<file path="src/core/pbm_cfg.svh">
`ifndef PBM_CFG_SVH
`define PBM_CFG_SVH

// ****************************************************************
// register addresses
// ****************************************************************
`define PBM_ADDR_CTRL    5'h00
`define PBM_ADDR_STAT    5'h01
`define PBM_ADDR_INDCMD  5'h0d
`define PBM_ADDR_INDDATA 5'h0e

// ****************************************************************
// basic_control fields
// ****************************************************************
`define PBM_CTRL_RESET   15
`define PBM_CTRL_LOOP    14
`define PBM_CTRL_PDOWN   11
`define PBM_CTRL_ISOL    10
`define PBM_CTRL_SPEED   6
`define PBM_CTRL_RESVAL  16'h0040

// ****************************************************************
// basic_status fields
// ****************************************************************
`define PBM_STAT_EXTST   8
`define PBM_STAT_PRESUP  6
`define PBM_STAT_LINK    2
`define PBM_STAT_EXTCAP  0
`define PBM_STAT_RESVAL  16'h0141

// ****************************************************************
// indirect access fields
// ****************************************************************
`define PBM_IND_CMD_HI   15
`define PBM_IND_CMD_LO   14
`define PBM_IND_DEV_HI   4
`define PBM_IND_MMD_LO   12
`define PBM_IND_OFF_MASK 16'h0fff

// ****************************************************************
// management frame fields
// ****************************************************************
`define PBM_OP_READ      2'b10
`define PBM_OP_WRITE     2'b01
`define PBM_CNT_OP       4'h1
`define PBM_CNT_FIELD    4'h4
`define PBM_CNT_TA       4'h1
`define PBM_CNT_DATA     4'hf

`endif

</file>
<file path="src/core/pbm_pkg.sv">
package pbm_pkg;

  typedef enum logic [2:0]
  {
    PBM_IDLE  = 3'b000,
    PBM_START = 3'b001,
    PBM_OPC   = 3'b010,
    PBM_PHYA  = 3'b011,
    PBM_REGA  = 3'b100,
    PBM_TURN  = 3'b101,
    PBM_DATA  = 3'b110
  } pbm_state_t;

  typedef enum logic [1:0]
  {
    PBM_CMD_ADDR   = 2'b00,
    PBM_CMD_NOINC  = 2'b01,
    PBM_CMD_INCRW  = 2'b10,
    PBM_CMD_INCWR  = 2'b11
  } pbm_cmd_t;

  typedef struct packed
  {
    logic digitalReset;
    logic loopbackEn;
    logic powerDown;
    logic isolateEn;
  } pbm_ctrl_t;

  typedef struct packed
  {
    logic       mdc;
    logic       mdioIn;
    logic       linkUp;
    logic       powerDownPin;
    logic [4:0] phyAddr;
  } pbm_pins_t;

endpackage

</file>
<file path="src/core/pbm_mgmt_regs.sv">
`timescale 1ns/100ps
`include "pbm_cfg.svh"

// Function
// - top nibble names mmd space, ignored
// - control bit 15 resets basic registers
// - control bit 14 enables mac loopback
// - control bit 11 powers down, shows pin
// - control bit 10 isolates mac, resets zero
// - control bit 6 reads one, 1000 speed
// - control register resets to 40h
// - status bit 8 reads one
// - status bit 6 one, preambleless frames decoded
// - status bit 2 shows link state
// - status bit 0 reads one
// - status register resets to 141h
// - indirect command selects address or data phase
module pbm_mgmt_regs
(
  // clock and reset
  input  wire logic          clock,
  input  wire logic          reset,
  // pins
  input  wire pbm_pkg::pbm_pins_t pins,
  output      logic          mdioOut,
  output      logic          mdioOe,
  // device controls
  output      pbm_pkg::pbm_ctrl_t ctrl,
  output      logic [15:0]   mmdAddr,
  output      logic [4:0]    mmdDev
);
  import pbm_pkg::*;

  // ****************************************************************
  // pin synchronisers
  // ****************************************************************
  pbm_pins_t   syncA_q;
  pbm_pins_t   syncB_q;
  logic        mdcPrev_q;
  logic        mdcRise;
  logic        mdcFall;

  always_ff @(posedge clock)
  begin
    if (reset)
    begin
      syncA_q   <= '0;
      syncB_q   <= '0;
      mdcPrev_q <= 1'b0;
    end
    else
    begin
      syncA_q   <= pins;
      syncB_q   <= syncA_q;
      mdcPrev_q <= syncB_q.mdc;
    end
  end

  assign mdcRise = syncB_q.mdc & ~mdcPrev_q;
  assign mdcFall = ~syncB_q.mdc & mdcPrev_q;

  // ****************************************************************
  // frame decoder
  // ****************************************************************
  pbm_state_t  state_q;
  logic [3:0]  cnt_q;
  logic [1:0]  op_q;
  logic [4:0]  phy_q;
  logic [4:0]  reg_q;
  logic [15:0] shift_q;
  logic        hit;
  logic        wrDone;
  logic        rdTake;
  logic        bitIn;

  assign bitIn = syncB_q.mdioIn;
  assign hit   = (phy_q == syncB_q.phyAddr);
  assign wrDone = mdcRise && state_q == PBM_DATA && cnt_q == `PBM_CNT_DATA
                  && op_q == `PBM_OP_WRITE && hit;
  assign rdTake = mdcRise && state_q == PBM_REGA
                  && cnt_q == `PBM_CNT_FIELD && op_q == `PBM_OP_READ
                  && hit;

  always_ff @(posedge clock)
  begin
    if (reset)
    begin
      state_q <= PBM_IDLE;
      cnt_q   <= 4'h0;
      op_q    <= 2'b00;
      phy_q   <= 5'h00;
      reg_q   <= 5'h00;
      shift_q <= 16'h0000;
    end
    else if (mdcRise)
    begin
      unique case (state_q)
        // a zero after ones or after nothing starts a frame
        PBM_IDLE:
        begin
          if (!bitIn)
            state_q <= PBM_START;
        end
        PBM_START:
        begin
          state_q <= bitIn ? PBM_OPC : PBM_IDLE;
          cnt_q   <= 4'h0;
        end
        PBM_OPC:
        begin
          op_q  <= {op_q[0], bitIn};
          cnt_q <= cnt_q + 4'h1;
          if (cnt_q == `PBM_CNT_OP)
          begin
            state_q <= PBM_PHYA;
            cnt_q   <= 4'h0;
          end
        end
        PBM_PHYA:
        begin
          phy_q <= {phy_q[3:0], bitIn};
          cnt_q <= cnt_q + 4'h1;
          if (cnt_q == `PBM_CNT_FIELD)
          begin
            state_q <= PBM_REGA;
            cnt_q   <= 4'h0;
          end
        end
        PBM_REGA:
        begin
          reg_q <= {reg_q[3:0], bitIn};
          cnt_q <= cnt_q + 4'h1;
          if (cnt_q == `PBM_CNT_FIELD)
          begin
            state_q <= PBM_TURN;
            cnt_q   <= 4'h0;
            shift_q <= rdMux({reg_q[3:0], bitIn});
          end
        end
        PBM_TURN:
        begin
          cnt_q <= cnt_q + 4'h1;
          if (cnt_q == `PBM_CNT_TA)
          begin
            state_q <= PBM_DATA;
            cnt_q   <= 4'h0;
          end
        end
        PBM_DATA:
        begin
          cnt_q <= cnt_q + 4'h1;
          if (op_q == `PBM_OP_WRITE)
            shift_q <= {shift_q[14:0], bitIn};
          if (cnt_q == `PBM_CNT_DATA)
            state_q <= PBM_IDLE;
        end
        default:
          state_q <= PBM_IDLE;
      endcase
    end
  end

  // ****************************************************************
  // read driver, changes on falling mdc
  // ****************************************************************
  always_ff @(posedge clock)
  begin
    if (reset)
    begin
      mdioOut <= 1'b0;
      mdioOe  <= 1'b0;
    end
    else if (mdcFall)
    begin
      if (op_q == `PBM_OP_READ && hit && state_q == PBM_TURN
          && cnt_q == `PBM_CNT_TA)
      begin
        mdioOut <= 1'b0;
        mdioOe  <= 1'b1;
      end
      else if (op_q == `PBM_OP_READ && hit && state_q == PBM_DATA)
      begin
        mdioOut <= shift_q[4'hf - cnt_q];
        mdioOe  <= 1'b1;
      end
      else
      begin
        mdioOut <= 1'b0;
        mdioOe  <= 1'b0;
      end
    end
  end

  // ****************************************************************
  // registers
  // ****************************************************************
  logic        loop_q;
  logic        pdown_q;
  logic        isol_q;
  logic        link_q;
  pbm_cmd_t    cmd_q;
  logic [4:0]  dev_q;
  logic [15:0] addr_q;
  logic        softRst;
  logic [15:0] wd;

  assign wd      = {shift_q[14:0], bitIn};
  assign softRst = wrDone && reg_q == `PBM_ADDR_CTRL
                   && wd[`PBM_CTRL_RESET];

  function automatic logic [15:0] rdMux(input logic [4:0] a);
    logic [15:0] v;
    v = 16'h0000;
    unique case (a)
      `PBM_ADDR_CTRL:
      begin
        v[`PBM_CTRL_LOOP]  = loop_q;
        v[`PBM_CTRL_PDOWN] = pdown_q | syncB_q.powerDownPin;
        v[`PBM_CTRL_ISOL]  = isol_q;
        v[`PBM_CTRL_SPEED] = 1'b1;
      end
      `PBM_ADDR_STAT:
      begin
        v[`PBM_STAT_EXTST]  = 1'b1;
        v[`PBM_STAT_PRESUP] = 1'b1;
        v[`PBM_STAT_LINK]   = link_q;
        v[`PBM_STAT_EXTCAP] = 1'b1;
      end
      `PBM_ADDR_INDCMD:
        v = {cmd_q, 9'h000, dev_q};
      `PBM_ADDR_INDDATA:
        v = (cmd_q == PBM_CMD_ADDR) ? addr_q : 16'h0000;
      default:
        v = 16'h0000;
    endcase
    return v;
  endfunction

  // control bits, reset value 40h with speed bit fixed
  always_ff @(posedge clock)
  begin
    if (reset || softRst)
    begin
      loop_q  <= 1'b0;
      pdown_q <= 1'b0;
      isol_q  <= 1'b0;
    end
    else if (wrDone && reg_q == `PBM_ADDR_CTRL)
    begin
      loop_q  <= wd[`PBM_CTRL_LOOP];
      pdown_q <= wd[`PBM_CTRL_PDOWN];
      isol_q  <= wd[`PBM_CTRL_ISOL];
    end
  end

  // link state, status resets to 141h
  always_ff @(posedge clock)
  begin
    if (reset || softRst)
      link_q <= 1'b0;
    else
      link_q <= syncB_q.linkUp;
  end

  // indirect access command and address
  always_ff @(posedge clock)
  begin
    if (reset || softRst)
    begin
      cmd_q  <= PBM_CMD_ADDR;
      dev_q  <= 5'h00;
      addr_q <= 16'h0000;
    end
    else if (wrDone && reg_q == `PBM_ADDR_INDCMD)
    begin
      cmd_q <= pbm_cmd_t'(wd[`PBM_IND_CMD_HI:`PBM_IND_CMD_LO]);
      dev_q <= wd[`PBM_IND_DEV_HI:0];
    end
    else if (wrDone && reg_q == `PBM_ADDR_INDDATA)
    begin
      if (cmd_q == PBM_CMD_ADDR)
        addr_q <= wd & `PBM_IND_OFF_MASK;
      else if (cmd_q != PBM_CMD_NOINC)
        addr_q <= addr_q + 16'h0001;
    end
    else if (rdTake && {reg_q[3:0], bitIn} == `PBM_ADDR_INDDATA
             && cmd_q == PBM_CMD_INCRW)
      addr_q <= addr_q + 16'h0001;
  end

  // ****************************************************************
  // outputs
  // ****************************************************************
  always_ff @(posedge clock)
  begin
    if (reset)
    begin
      ctrl    <= '0;
      mmdAddr <= 16'h0000;
      mmdDev  <= 5'h00;
    end
    else
    begin
      ctrl.digitalReset <= softRst;
      ctrl.loopbackEn   <= loop_q;
      ctrl.powerDown    <= pdown_q | syncB_q.powerDownPin;
      ctrl.isolateEn    <= isol_q;
      mmdAddr           <= addr_q;
      mmdDev            <= dev_q;
    end
  end

endmodule // pbm_mgmt_regs

</file>
<file path="config.mk">
export PLATFORM = sky130hd
export DESIGN_NAME = pbm_mgmt_regs
export DESIGN_NICKNAME = d
export VERILOG_FILES = /design/src/core/pbm_pkg.sv /design/src/core/pbm_mgmt_regs.sv
export VERILOG_INCLUDE_DIRS = /design/src /design/src/core
export SDC_FILE = /design/constraint.sdc
export NUM_CORES = 1
export LEC_CHECK = 0
export BUFFER_PORTS_ARGS = -buffer_cell sky130_fd_sc_hd__buf_4
export CORE_UTILIZATION = 38
export DETAILED_ROUTE_END_ITERATION = 12
export SYNTH_ARGS = -nofsm -noshare
export SYNTH_HDL_FRONTEND = slang
export SYNTH_SLANG_ARGS = --single-unit
</file>
<file path="constraint.sdc">
create_clock -name clock -period 3.1 [get_ports clock]
set_clock_uncertainty 0.2 [all_clocks]
set_input_delay 0.155 -clock clock [delete_from_list [all_inputs] [get_ports clock]]
set_output_delay 0.155 -clock clock [all_outputs]
set_load 0.02 [all_outputs]
</file>
======== Yosys cells after proc, flatten, opt, wreduce, memory -nomap -nowiden ========
Index checks and enable logic that the tools add are counted.
storage, ports and cells
  register bits ........................... 108
cells by class
  $add $sub $neg .......................... 3
  magnitude comparators ................... 1
  equal/unequal tests ..................... 27
  multiplexer cells ....................... 37
  bitwise logic cells ..................... 6
  reductions and logical operators ........ 36
operators by type and width
  cell                   count
  $mux 16                7
  $pmux 16 s2            1
  $pmux 3 s7             1
  $eq 5x4->1 const B     4
  $logic_and 1x1->1      18
  $mux 3                 6
  $add 16x1->16 const B  1
  $pmux 4 s4             1
  $ne 2x2->1 const B     6
  $logic_not 5->1        2
  $eq 3x3->1 const B     3
  $pmux 1 s3             3
  $mux 4                 2
  $pmux 1 s2             4
  $reduce_and 2->1       4
  $mux 1                 7
  $reduce_and 7->1       1
  $eq 3x2->1 const B     2
  $pmux 3 s2             1
  $reduce_or 2->1        3
  $eq 5x1->1 const B     1
  $eq 5x5->1             1
  $lt 4x5->1 const B     1
  $add 4x1->4 const B    1
  other kinds (22)       29

======== Depth between registers and ports, before layout ========
Gate-level depths: netlist of run 1.
  depth in word-level cells ............... 10
  mapped depth ............................ 10
  depth with buffers taken out ............ 8

======== Least setup slack after synthesis of run 1 ========
OpenSTA, ideal clock, no wires.
  path type ............................... register -> register
  from .................................... register cnt_q[1]
  to ...................................... register addr_q[3]
  library setup time ...................... 0.138 ns
  arrival ................................. 2.252 ns
  required time ........................... 2.762 ns
  path slack .............................. 0.509 ns
  stages on the path, launching flop included .. 9
  buffers on the path ..................... 1
  period minus slack after synthesis ...... 2.591 ns
  path through ............................ dfxtp_1 ha_1 nand3_1 or3_4 nor4_4 mux2_4 buf_4 o21ai_1 a21oi_1
between the ends
  cells in the longest elaborated chain, start to end .. 8
  elaborated cells on any way between the ends .. 20
  classes of those cells .................. eq/ne (3); mux (1); bitwise (1); reduce/logical (15)
RTL lines
  item                                       line                  text
  start, declared                            pbm_mgmt_regs.sv:66   logic [3:0] cnt_q;
  start signal, assigned                     pbm_mgmt_regs.sv:112  cnt_q <= cnt_q + 4'h1;
  start signal, assigned                     pbm_mgmt_regs.sv:122  cnt_q <= cnt_q + 4'h1;
  start signal, assigned                     pbm_mgmt_regs.sv:132  cnt_q <= cnt_q + 4'h1;
  $eq 4x3->1 (no line)                       -
  $logic_and 1x1->1 (no line) (2 in series)  -
  $logic_and 1x1->1                          pbm_mgmt_regs.sv:80   assign rdTake = mdcRise && state_q == PBM_REGA
  $logic_and 1x1->1 (no line)                -
  $logic_and 1x1->1                          pbm_mgmt_regs.sv:286  else if (rdTake && {reg_q[3:0], bitIn} == `PBM_ADDR_INDDATA
  $reduce_bool 2->1 (no line)                -
  $reduce_and 3->1 (no line)                 -
  end signal, assigned                       pbm_mgmt_regs.sv:282  addr_q <= wd & `PBM_IND_OFF_MASK;
  end signal, assigned                       pbm_mgmt_regs.sv:284  addr_q <= addr_q + 16'h0001;
  end signal, assigned                       pbm_mgmt_regs.sv:288  addr_q <= addr_q + 16'h0001;
  end, declared                              pbm_mgmt_regs.sv:203  logic [15:0] addr_q;
Parallel ways exist; a longest one is shown, timed or not.
A chain may end at the register's enable or synchronous reset.

======== Worst setup path after layout of run 1 ========
  from .................................... register cnt_q[1]
  to ...................................... register addr_q[15]
The elaborated chain is that of the path after synthesis.

==> results of run 1 <==
-- kinds of logic (layout without fill, tap and decap cells) --
group | after synthesis | in the layout | synth area share, %
muxes | 26 | 26 | 6.82
buffers and inverters | 41 | 83 | 3.32
xor gates and xnor gates | 10 | 10 | 1.81
DFF | 108 | 108 | 44.8
and+or+nand+nor | 256 | 256 | 28.1
adders and majority gates | 4 | 4 | 1.04
AOI/OAI and AO/OA | 106 | 106 | 14.1
-- layout by cell type, fill, tap and decap left out, types with 5 or more instances in the layout --
master / n
inv_1: 7
xor2_1: 9
and3_1: 13
nor2_1: 62
mux4_2: 5
nand3_1: 16
a221o_1: 5
a311oi_1: 6
o21ai_1: 13
dfxtp_1: 108
nand4_1: 7
nor4_1: 8
a211oi_1: 6
nor3_1: 19
dlygate4sd3_1: 9
nand2b_1: 6
clkbuf_16: 9
o211ai_1: 7
nand3b_1: 5
nand2_1: 46
a21oi_1: 35
o21ai_0: 13
a21o_1: 5
mux2i_1: 19
nor2b_1: 42
buf_4: 52
-- per-layer routing --
metal / GRT usage, % / vias to the layer above / share of wire [%]
met2: 28.5 / 118 / 43
li1: - / 2039 / -
met3: 3.12 / 19 / 4.9
met1: 26.7 / 1898 / 50
met5: 0 / - / 0
met4: 7.53 / 0 / 2.0
-- area by class of cell --
class,count,area (sq um),share of cell area [%]
timing repair buffer,61,480,8.43
clock inverter,4,73.8,1.30
sequential,108,2160,38.0
tap,168,210,3.69
inverter,7,26.3,0.461
multi-input combinational,402,2510,44.1
clock buffer,11,233,4.09
-- report_power, final --
part | internal [mW] | total [mW] | switching, mW
sequential | 1.40 | 1.41 | 0.00616
combinational | 0.0356 | 0.0825 | 0.0469
clock | 0.706 | 1.21 | 0.503
-- stage by stage --
step | util (%) | instances | total power [mW] | area (sq um) | worst slack, ns
floorplan | - | 551 | 1.48 | 4830 | 0.509
global placement | 43.4 | 737 | 1.51 | 5300 | 0.376
detailed placement | 43.4 | 737 | 1.51 | 5300 | 0.280
CTS | 46.6 | 761 | 2.72 | 5700 | 0.246
global route | 46.6 | 761 | 2.79 | 5700 | 0.0813
finish | 46.6 | 761 | 2.70 | 5700 | 0.225
-- final timing paths --
path	endpoint	slack, ns	cells past startpoint
max	addr_q[15]	0.23	7
min	ctrl[1]	0.04	2
max reg2reg	addr_q[15]	0.23	7
min reg2reg	link_q	0.22	2
-- registers in the layout, indices dropped and copies added, names as in the netlist --
signal,flops
mmdDev,5
reg_q,5
ctrl,4
syncB_q,8
dev_q,5
cmd_q,2
phy_q,5
state_q,3
mdioOe,1
cnt_q,4
mmdAddr,16
isol_q,1
mdcPrev_q,1
bitIn,1
addr_q,16
op_q,2
shift_q,16
link_q,1
loop_q,1
mdioOut,1
syncA_q,9
pdown_q,1
-- worst max-delay path: stages (launching register included) --
cell      delay [ns]
dfxtp_1         0.52
ha_1            0.24
nand3_1         0.20
or3_4           0.41
nor4_4          0.41
a21boi_2        0.15
or4_4           0.54
a21oi_2         0.13
==> metrics.md, run 1 <==
| Metric | Value |
|---|---|
| Clk_lat worst skew | 0.35 ns |
| CTS max path bufs | 2 |
| Die Height | 115 um |
| Area contributors post-synth | dfxtp_1 45%, nor2b_1 5.4%, nor2_1 4.8%, mux2i_1 3.9%, a21oi_1 3.6% |
| Peak supply drop | 0.271 mV |
| Syn avg cell area | 8.76 sq um |
| Hold_sp | reset |
| RePlAce Congestion | 0.864 |
| Global-route usage over all layers | 18.8% |
| Tmin final | 2.87 ns |
| Setup violations, final | 0 |
| Via count | 4074 |
| Post-Syn Instances | 551 |
| Commonest cells post-synth | 108 x dfxtp_1, 62 x nor2_1, 46 x nand2_1, 42 x nor2b_1, 35 x a21oi_1 |
| CP Capture Type | register |
| Num Clock Sinks | 108 |
| CTS H-tree depth | 3 |
| Ports | 38 |
| Resized cells post-CTS | 0 |
| Pre-antenna DRT Iters | 5 |
| Clk slew on worst S/H paths | 0.07 ns |
| PD cells | 473 nW/um^2 |
| N_diodes | 0 |
| Die area | 13200 sq um |
| Fillers | 1242 |
| Pleak | 2.00 nW |
| Die X | 115 um |
| DR WL/cell | 15.3 um |
| Nets | 604 |
| Core ar. | 12200 sq um |
| Root Buffer | clkbuf_16 |
| Critical path origin | cnt_q[1] |
| Crit Path Class | reg2reg |
| Mapped cell area | 4830 sq um |
| Final ANT Viol Nets | 0 |
| Hold Vio Cnt, Final | 0 |
| CTS Buf Count | 9 |
| Count leader, synth | dfxtp_1 |
| Syn nets | 566 |
| Largest net degree at the start of global routing | 43 |
| Layout cells sized above 1 | 13.7% |
| Critical Path AT | 2.97 ns |
| Initial drt markers | 329 |
| Initial antenna violation count | 0 |
| Leading area contributor after synthesis | dfxtp_1 |
| Post-synth EDFFs | 0 |
| CTS tree | done |
| Top cell type's share of synthesized area | 44.8% |
| Worst setup SP type | register |
| Cell row count | 40 |
| Worst r2r src | cnt_q[1] |
| Vias per std cell | 5.35 |
| Hold WC Path Type | in2reg |
| Initial core utilization | 39.5% |
| Worst-margin pin slew | 0.757 ns |
| Hold-fix buffers at CTS | 9 |
| Post-route DRC | 0 |
| DP HPWL | 8150 um |
| Post-synth cell types | 61 |
| Vias in the first global route | 3716 |
| Setup repair bufs after CTS | 0 |
| Crit path max fanout | 8 |
| Number of max-cap violations | 0 |
| Data required time of the worst path | 3.19 ns |
| Layout area overhead | 18.0% |
| Fin. max-slew vios | 0 |
| Sequential fraction of the synthesis area | 44.8% |
| Total global routing overflow | 0 |
| Slew HR | 49.1% |
| First-pass GRT wire length | 19200 um |
| Yosys warning count | 0 |
| Fmax achieved | 0.348 GHz |
| RSZ-0062 raised after global routing | false |
| Main flop type after synthesis | dfxtp_1 |
| Port Buffer Count | 37 |
| Tcrit/Tclk final | 92.7% |
| Synth async-reset ratio | 0% |
| WHS | 0.0360 ns |
| Total Wirelength | 11700 um |
| Flops & latches, synth | 108 |
| Setup TNS | 0 ns |
| Status | finished clean |
Power figures use the tool's default switching activity.
==> inputs of run 2 (changes only) <==
--- a/config.mk
+++ b/config.mk
@@ -6,6 +6,7 @@
 export SDC_FILE = /design/constraint.sdc
 export NUM_CORES = 1
 export LEC_CHECK = 0
+export ABC_AREA = 1
 export BUFFER_PORTS_ARGS = -buffer_cell sky130_fd_sc_hd__buf_4
 export CORE_UTILIZATION = 38
 export DETAILED_ROUTE_END_ITERATION = 12
==> run 2 against run 1 <==
Net effect:
- cell count increased by 26%
- worst hold slack improved by 0.0048 ns
- synthesized cell count increased by 35%
- critical path type unchanged
==> metrics.md, run 2 <==
| Metric | Value |
|---|---|
| Status | finished clean |
| Setup repair bufs after CTS | 0 (unchanged) |
| Crit path max fanout | 19 (+11) |
| DR WL/cell | 13.4 um (-12%) |
| Die area | 13700 sq um (+4.0%) |
| RePlAce Congestion | 0.935 (+8.2%) |
| Setup TNS | 0 ns (unchanged) |
| Root Buffer | clkbuf_16 |
| Slew HR | 61.8% (+13 points) |
| Die Height | 117 um (+2.0%) |
| PD cells | 447 nW/um^2 (-5.5%) |
| Commonest non-fill, non-tap cell in the layout | nand2_1 |
| CTS Buf Count | 9 (unchanged) |
| Flops & latches, synth | 108 (unchanged) |
| Post-Syn Instances | 744 (+35%) |
| First-pass GRT wire length | 21500 um (+12%) |
| Pre-antenna DRT Iters | 7 (+2) |
| Initial core utilization | 39.3% (-0.19 points) |
| Sequential fraction of the synthesis area | 43.0% (-1.8 points) |
| Placed cell count | 936 (+27%) |
| Hold-fix buffers at CTS | 9 (unchanged) |
| Fin. max-slew vios | 0 (unchanged) |
| Via count | 4786 (+17%) |
| RSZ-0062 raised after global routing | false |
| N_diodes | 0 (unchanged) |
| Yosys warning count | 0 (unchanged) |
| Crit Path Class | reg2reg |
| CTS max path bufs | 2 (unchanged) |
| Clk_lat worst skew | 0.35 ns (about the same) |
| Top cell type's share of synthesized area | 43.0% (-1.8 points) |
| Nets | 799 (+32%) |
| Resized cells post-CTS | 0 (unchanged) |
| Data required time of the worst path | 3.15 ns (-0.04 ns) |
| Hold Vio Cnt, Final | 0 (unchanged) |
| Vias per std cell | 4.98 (-7.0%) |
| Initial drt markers | 475 (+44%) |
| Count leader, synth | nand2_1 |
| Tmin final | 2.73 ns (-0.149 ns) |
| Layout area overhead | 15.7% |
| Tcrit/Tclk final | 87.9% (-4.8 points) |
| Syn nets | 759 (+34%) |
| Total Wirelength | 12900 um (+11%) |
| DP HPWL | 9230 um (+13%) |
| Leading area contributor after synthesis | dfxtp_1 |
| Commonest cells post-synth | 170 x nand2_1, 117 x nor2_1, 108 x dfxtp_1, 100 x inv_1, 68 x a21oi_1 |
| Syn avg cell area | 6.75 sq um (-23%) |
| Setup violations, final | 0 (unchanged) |
| Global-route usage over all layers | 20.4% (+1.6 points) |
| Mapped cell area | 5020 sq um (+4.1%) |
| Pleak | 2.57 nW (+29%) |
| Leading cell types in the layout, fill and taps excluded | 170 x nand2_1, 117 x nor2_1, 108 x dfxtp_1, 100 x inv_1, 68 x a21oi_1 |
| Peak supply drop | 0.310 mV (+15%) |
| Ports | 38 (unchanged) |
| Vias in the first global route | 4396 (+18%) |
| Largest regs | addr_q x16, mmdAddr x16, shift_q x16 |
| Port Buffer Count | 37 (unchanged) |
| Finished Layout Cells | 961 (+26%) |
| Post-synth cell types | 32 (-48%) |
| Post-route DRC | 0 (unchanged) |
| CTS H-tree depth | 3 (unchanged) |
| Fillers | 1300 (+4.7%) |
| Cell row count | 41 (+2.5%) |
| CTS tree | done |
| Die X | 117 um (+2.0%) |
| Largest net degree at the start of global routing | 47 (+9.3%) |
| Layout cells sized above 1 | 9.51% (-4.2 points) |
| Fmax achieved | 0.367 GHz (+5.5%) |
| Synth async-reset ratio | 0% (unchanged) |
| Total global routing overflow | 0 (unchanged) |
| Final ANT Viol Nets | 0 (unchanged) |
| Num Clock Sinks | 108 (unchanged) |
| Hold WC Path Type | in2reg |
| Critical Path AT | 2.78 ns (-0.19 ns) |
| Worst setup SP type | register |
| Post-synth EDFFs | 0 (unchanged) |
| Pwr Total | 2.60 mW (-3.5%) |
| Area contributors post-synth | dfxtp_1 43%, nand2_1 13%, nor2_1 8.7%, inv_1 7.5%, a21oi_1 6.8% |
| Number of max-cap violations | 0 (unchanged) |
| Worst-margin pin slew | 0.570 ns (-0.186 ns) |
| Main flop type after synthesis | dfxtp_1 |
| Clk slew on worst S/H paths | 0.07 ns (about the same) |
| Core ar. | 12800 sq um (+4.6%) |
| CP Capture Type | register |
| Initial antenna violation count | 0 (unchanged) |
run 2: changes by cell type after synthesis, sizes merged, moves of 9 or more:
cell,delta
a21oi,+32
and3,-13
buf,+9
clkbuf,-18
inv,+95
mux2i,-19
nand2,+127
nand3,+31
nor2,+59
nor2b,-42
nor3,-15
o21ai,+25
run 2: final timing paths:
path                   start         end  slack (ns)  cells after the start
setup / recovery    cnt_q[0]   addr_q[2]        0.37                     11
hold / removal         reset  syncA_q[8]        0.04                      2
setup reg to reg    cnt_q[0]   addr_q[2]        0.37                     11
hold reg to reg   syncA_q[6]  syncB_q[6]        0.20                      2
run 2: routing by layer:
| layer | vias up | global-route usage, % | wire length (um) |
|---|---|---|---|
| met5 | - | 0 | 0 |
| met4 | 0 | 8.44 | 361 |
| met3 | 24 | 3.91 | 767 |
| met2 | 155 | 33.1 | 5910 |
| met1 | 2174 | 26.7 | 5840 |
| li1 | 2433 | - | - |
run 2: area by class of cell:
cell class                      instances  area (sq um)  share of cell area, %
Clock buffer                            9           225                   3.87
Inverter                              103           387                   6.65
Tap cell                              172           215                   3.70
Multi-Input combinational cell        508          2350                   40.3
Timing Repair Buffer                   54           428                   7.36
Sequential cell                       108          2160                   37.2
Clock inverter                          7          51.3                  0.882
run 2: metrics by stage:
| stage | hold WS, ns | instance area (sq um) | utilization, % | setup WS, ns |
|---|---|---|---|---|
| floorplan | 0.0620 | 5020 | - | 1.14 |
| global placement | 0.154 | 5450 | 42.6 | 0.527 |
| detailed placement | 0.163 | 5450 | 42.6 | 0.404 |
| CTS | 0.0508 | 5810 | 45.5 | 0.387 |
| global route | 0.0567 | 5810 | 45.5 | 0.0438 |
| finish | 0.0408 | 5810 | 45.5 | 0.375 |
run 2: report_power, final:
| part | switching, mW | internal (mW) | leakage [nW] |
|---|---|---|---|
| registers | 0.00969 | 1.40 | 0.874 |
| clock network | 0.540 | 0.551 | 0.137 |
| logic | 0.0615 | 0.0385 | 1.56 |
run 2: critical path, cell delays in order (launching register included):
cell     delay (ns)
dfxtp_1        0.63
ha_1           0.26
nand2_1        0.06
nor2_1         0.22
nand3_1        0.15
nor2_2         0.24
nand3_1        0.15
nand2_2        0.33
buf_4          0.21
nand2_1        0.06
nand2_1        0.06
nor2_1         0.04
run 2: logic make-up after synthesis:
logic type,share of synthesized area [%]
AOI/OAI and AO/OA,13.5
xor gates and xnor gates,1.57
adders and majority gates,0.996
buffers and inverters,10.3
DFF,43.0
and+or+nand+nor,30.6
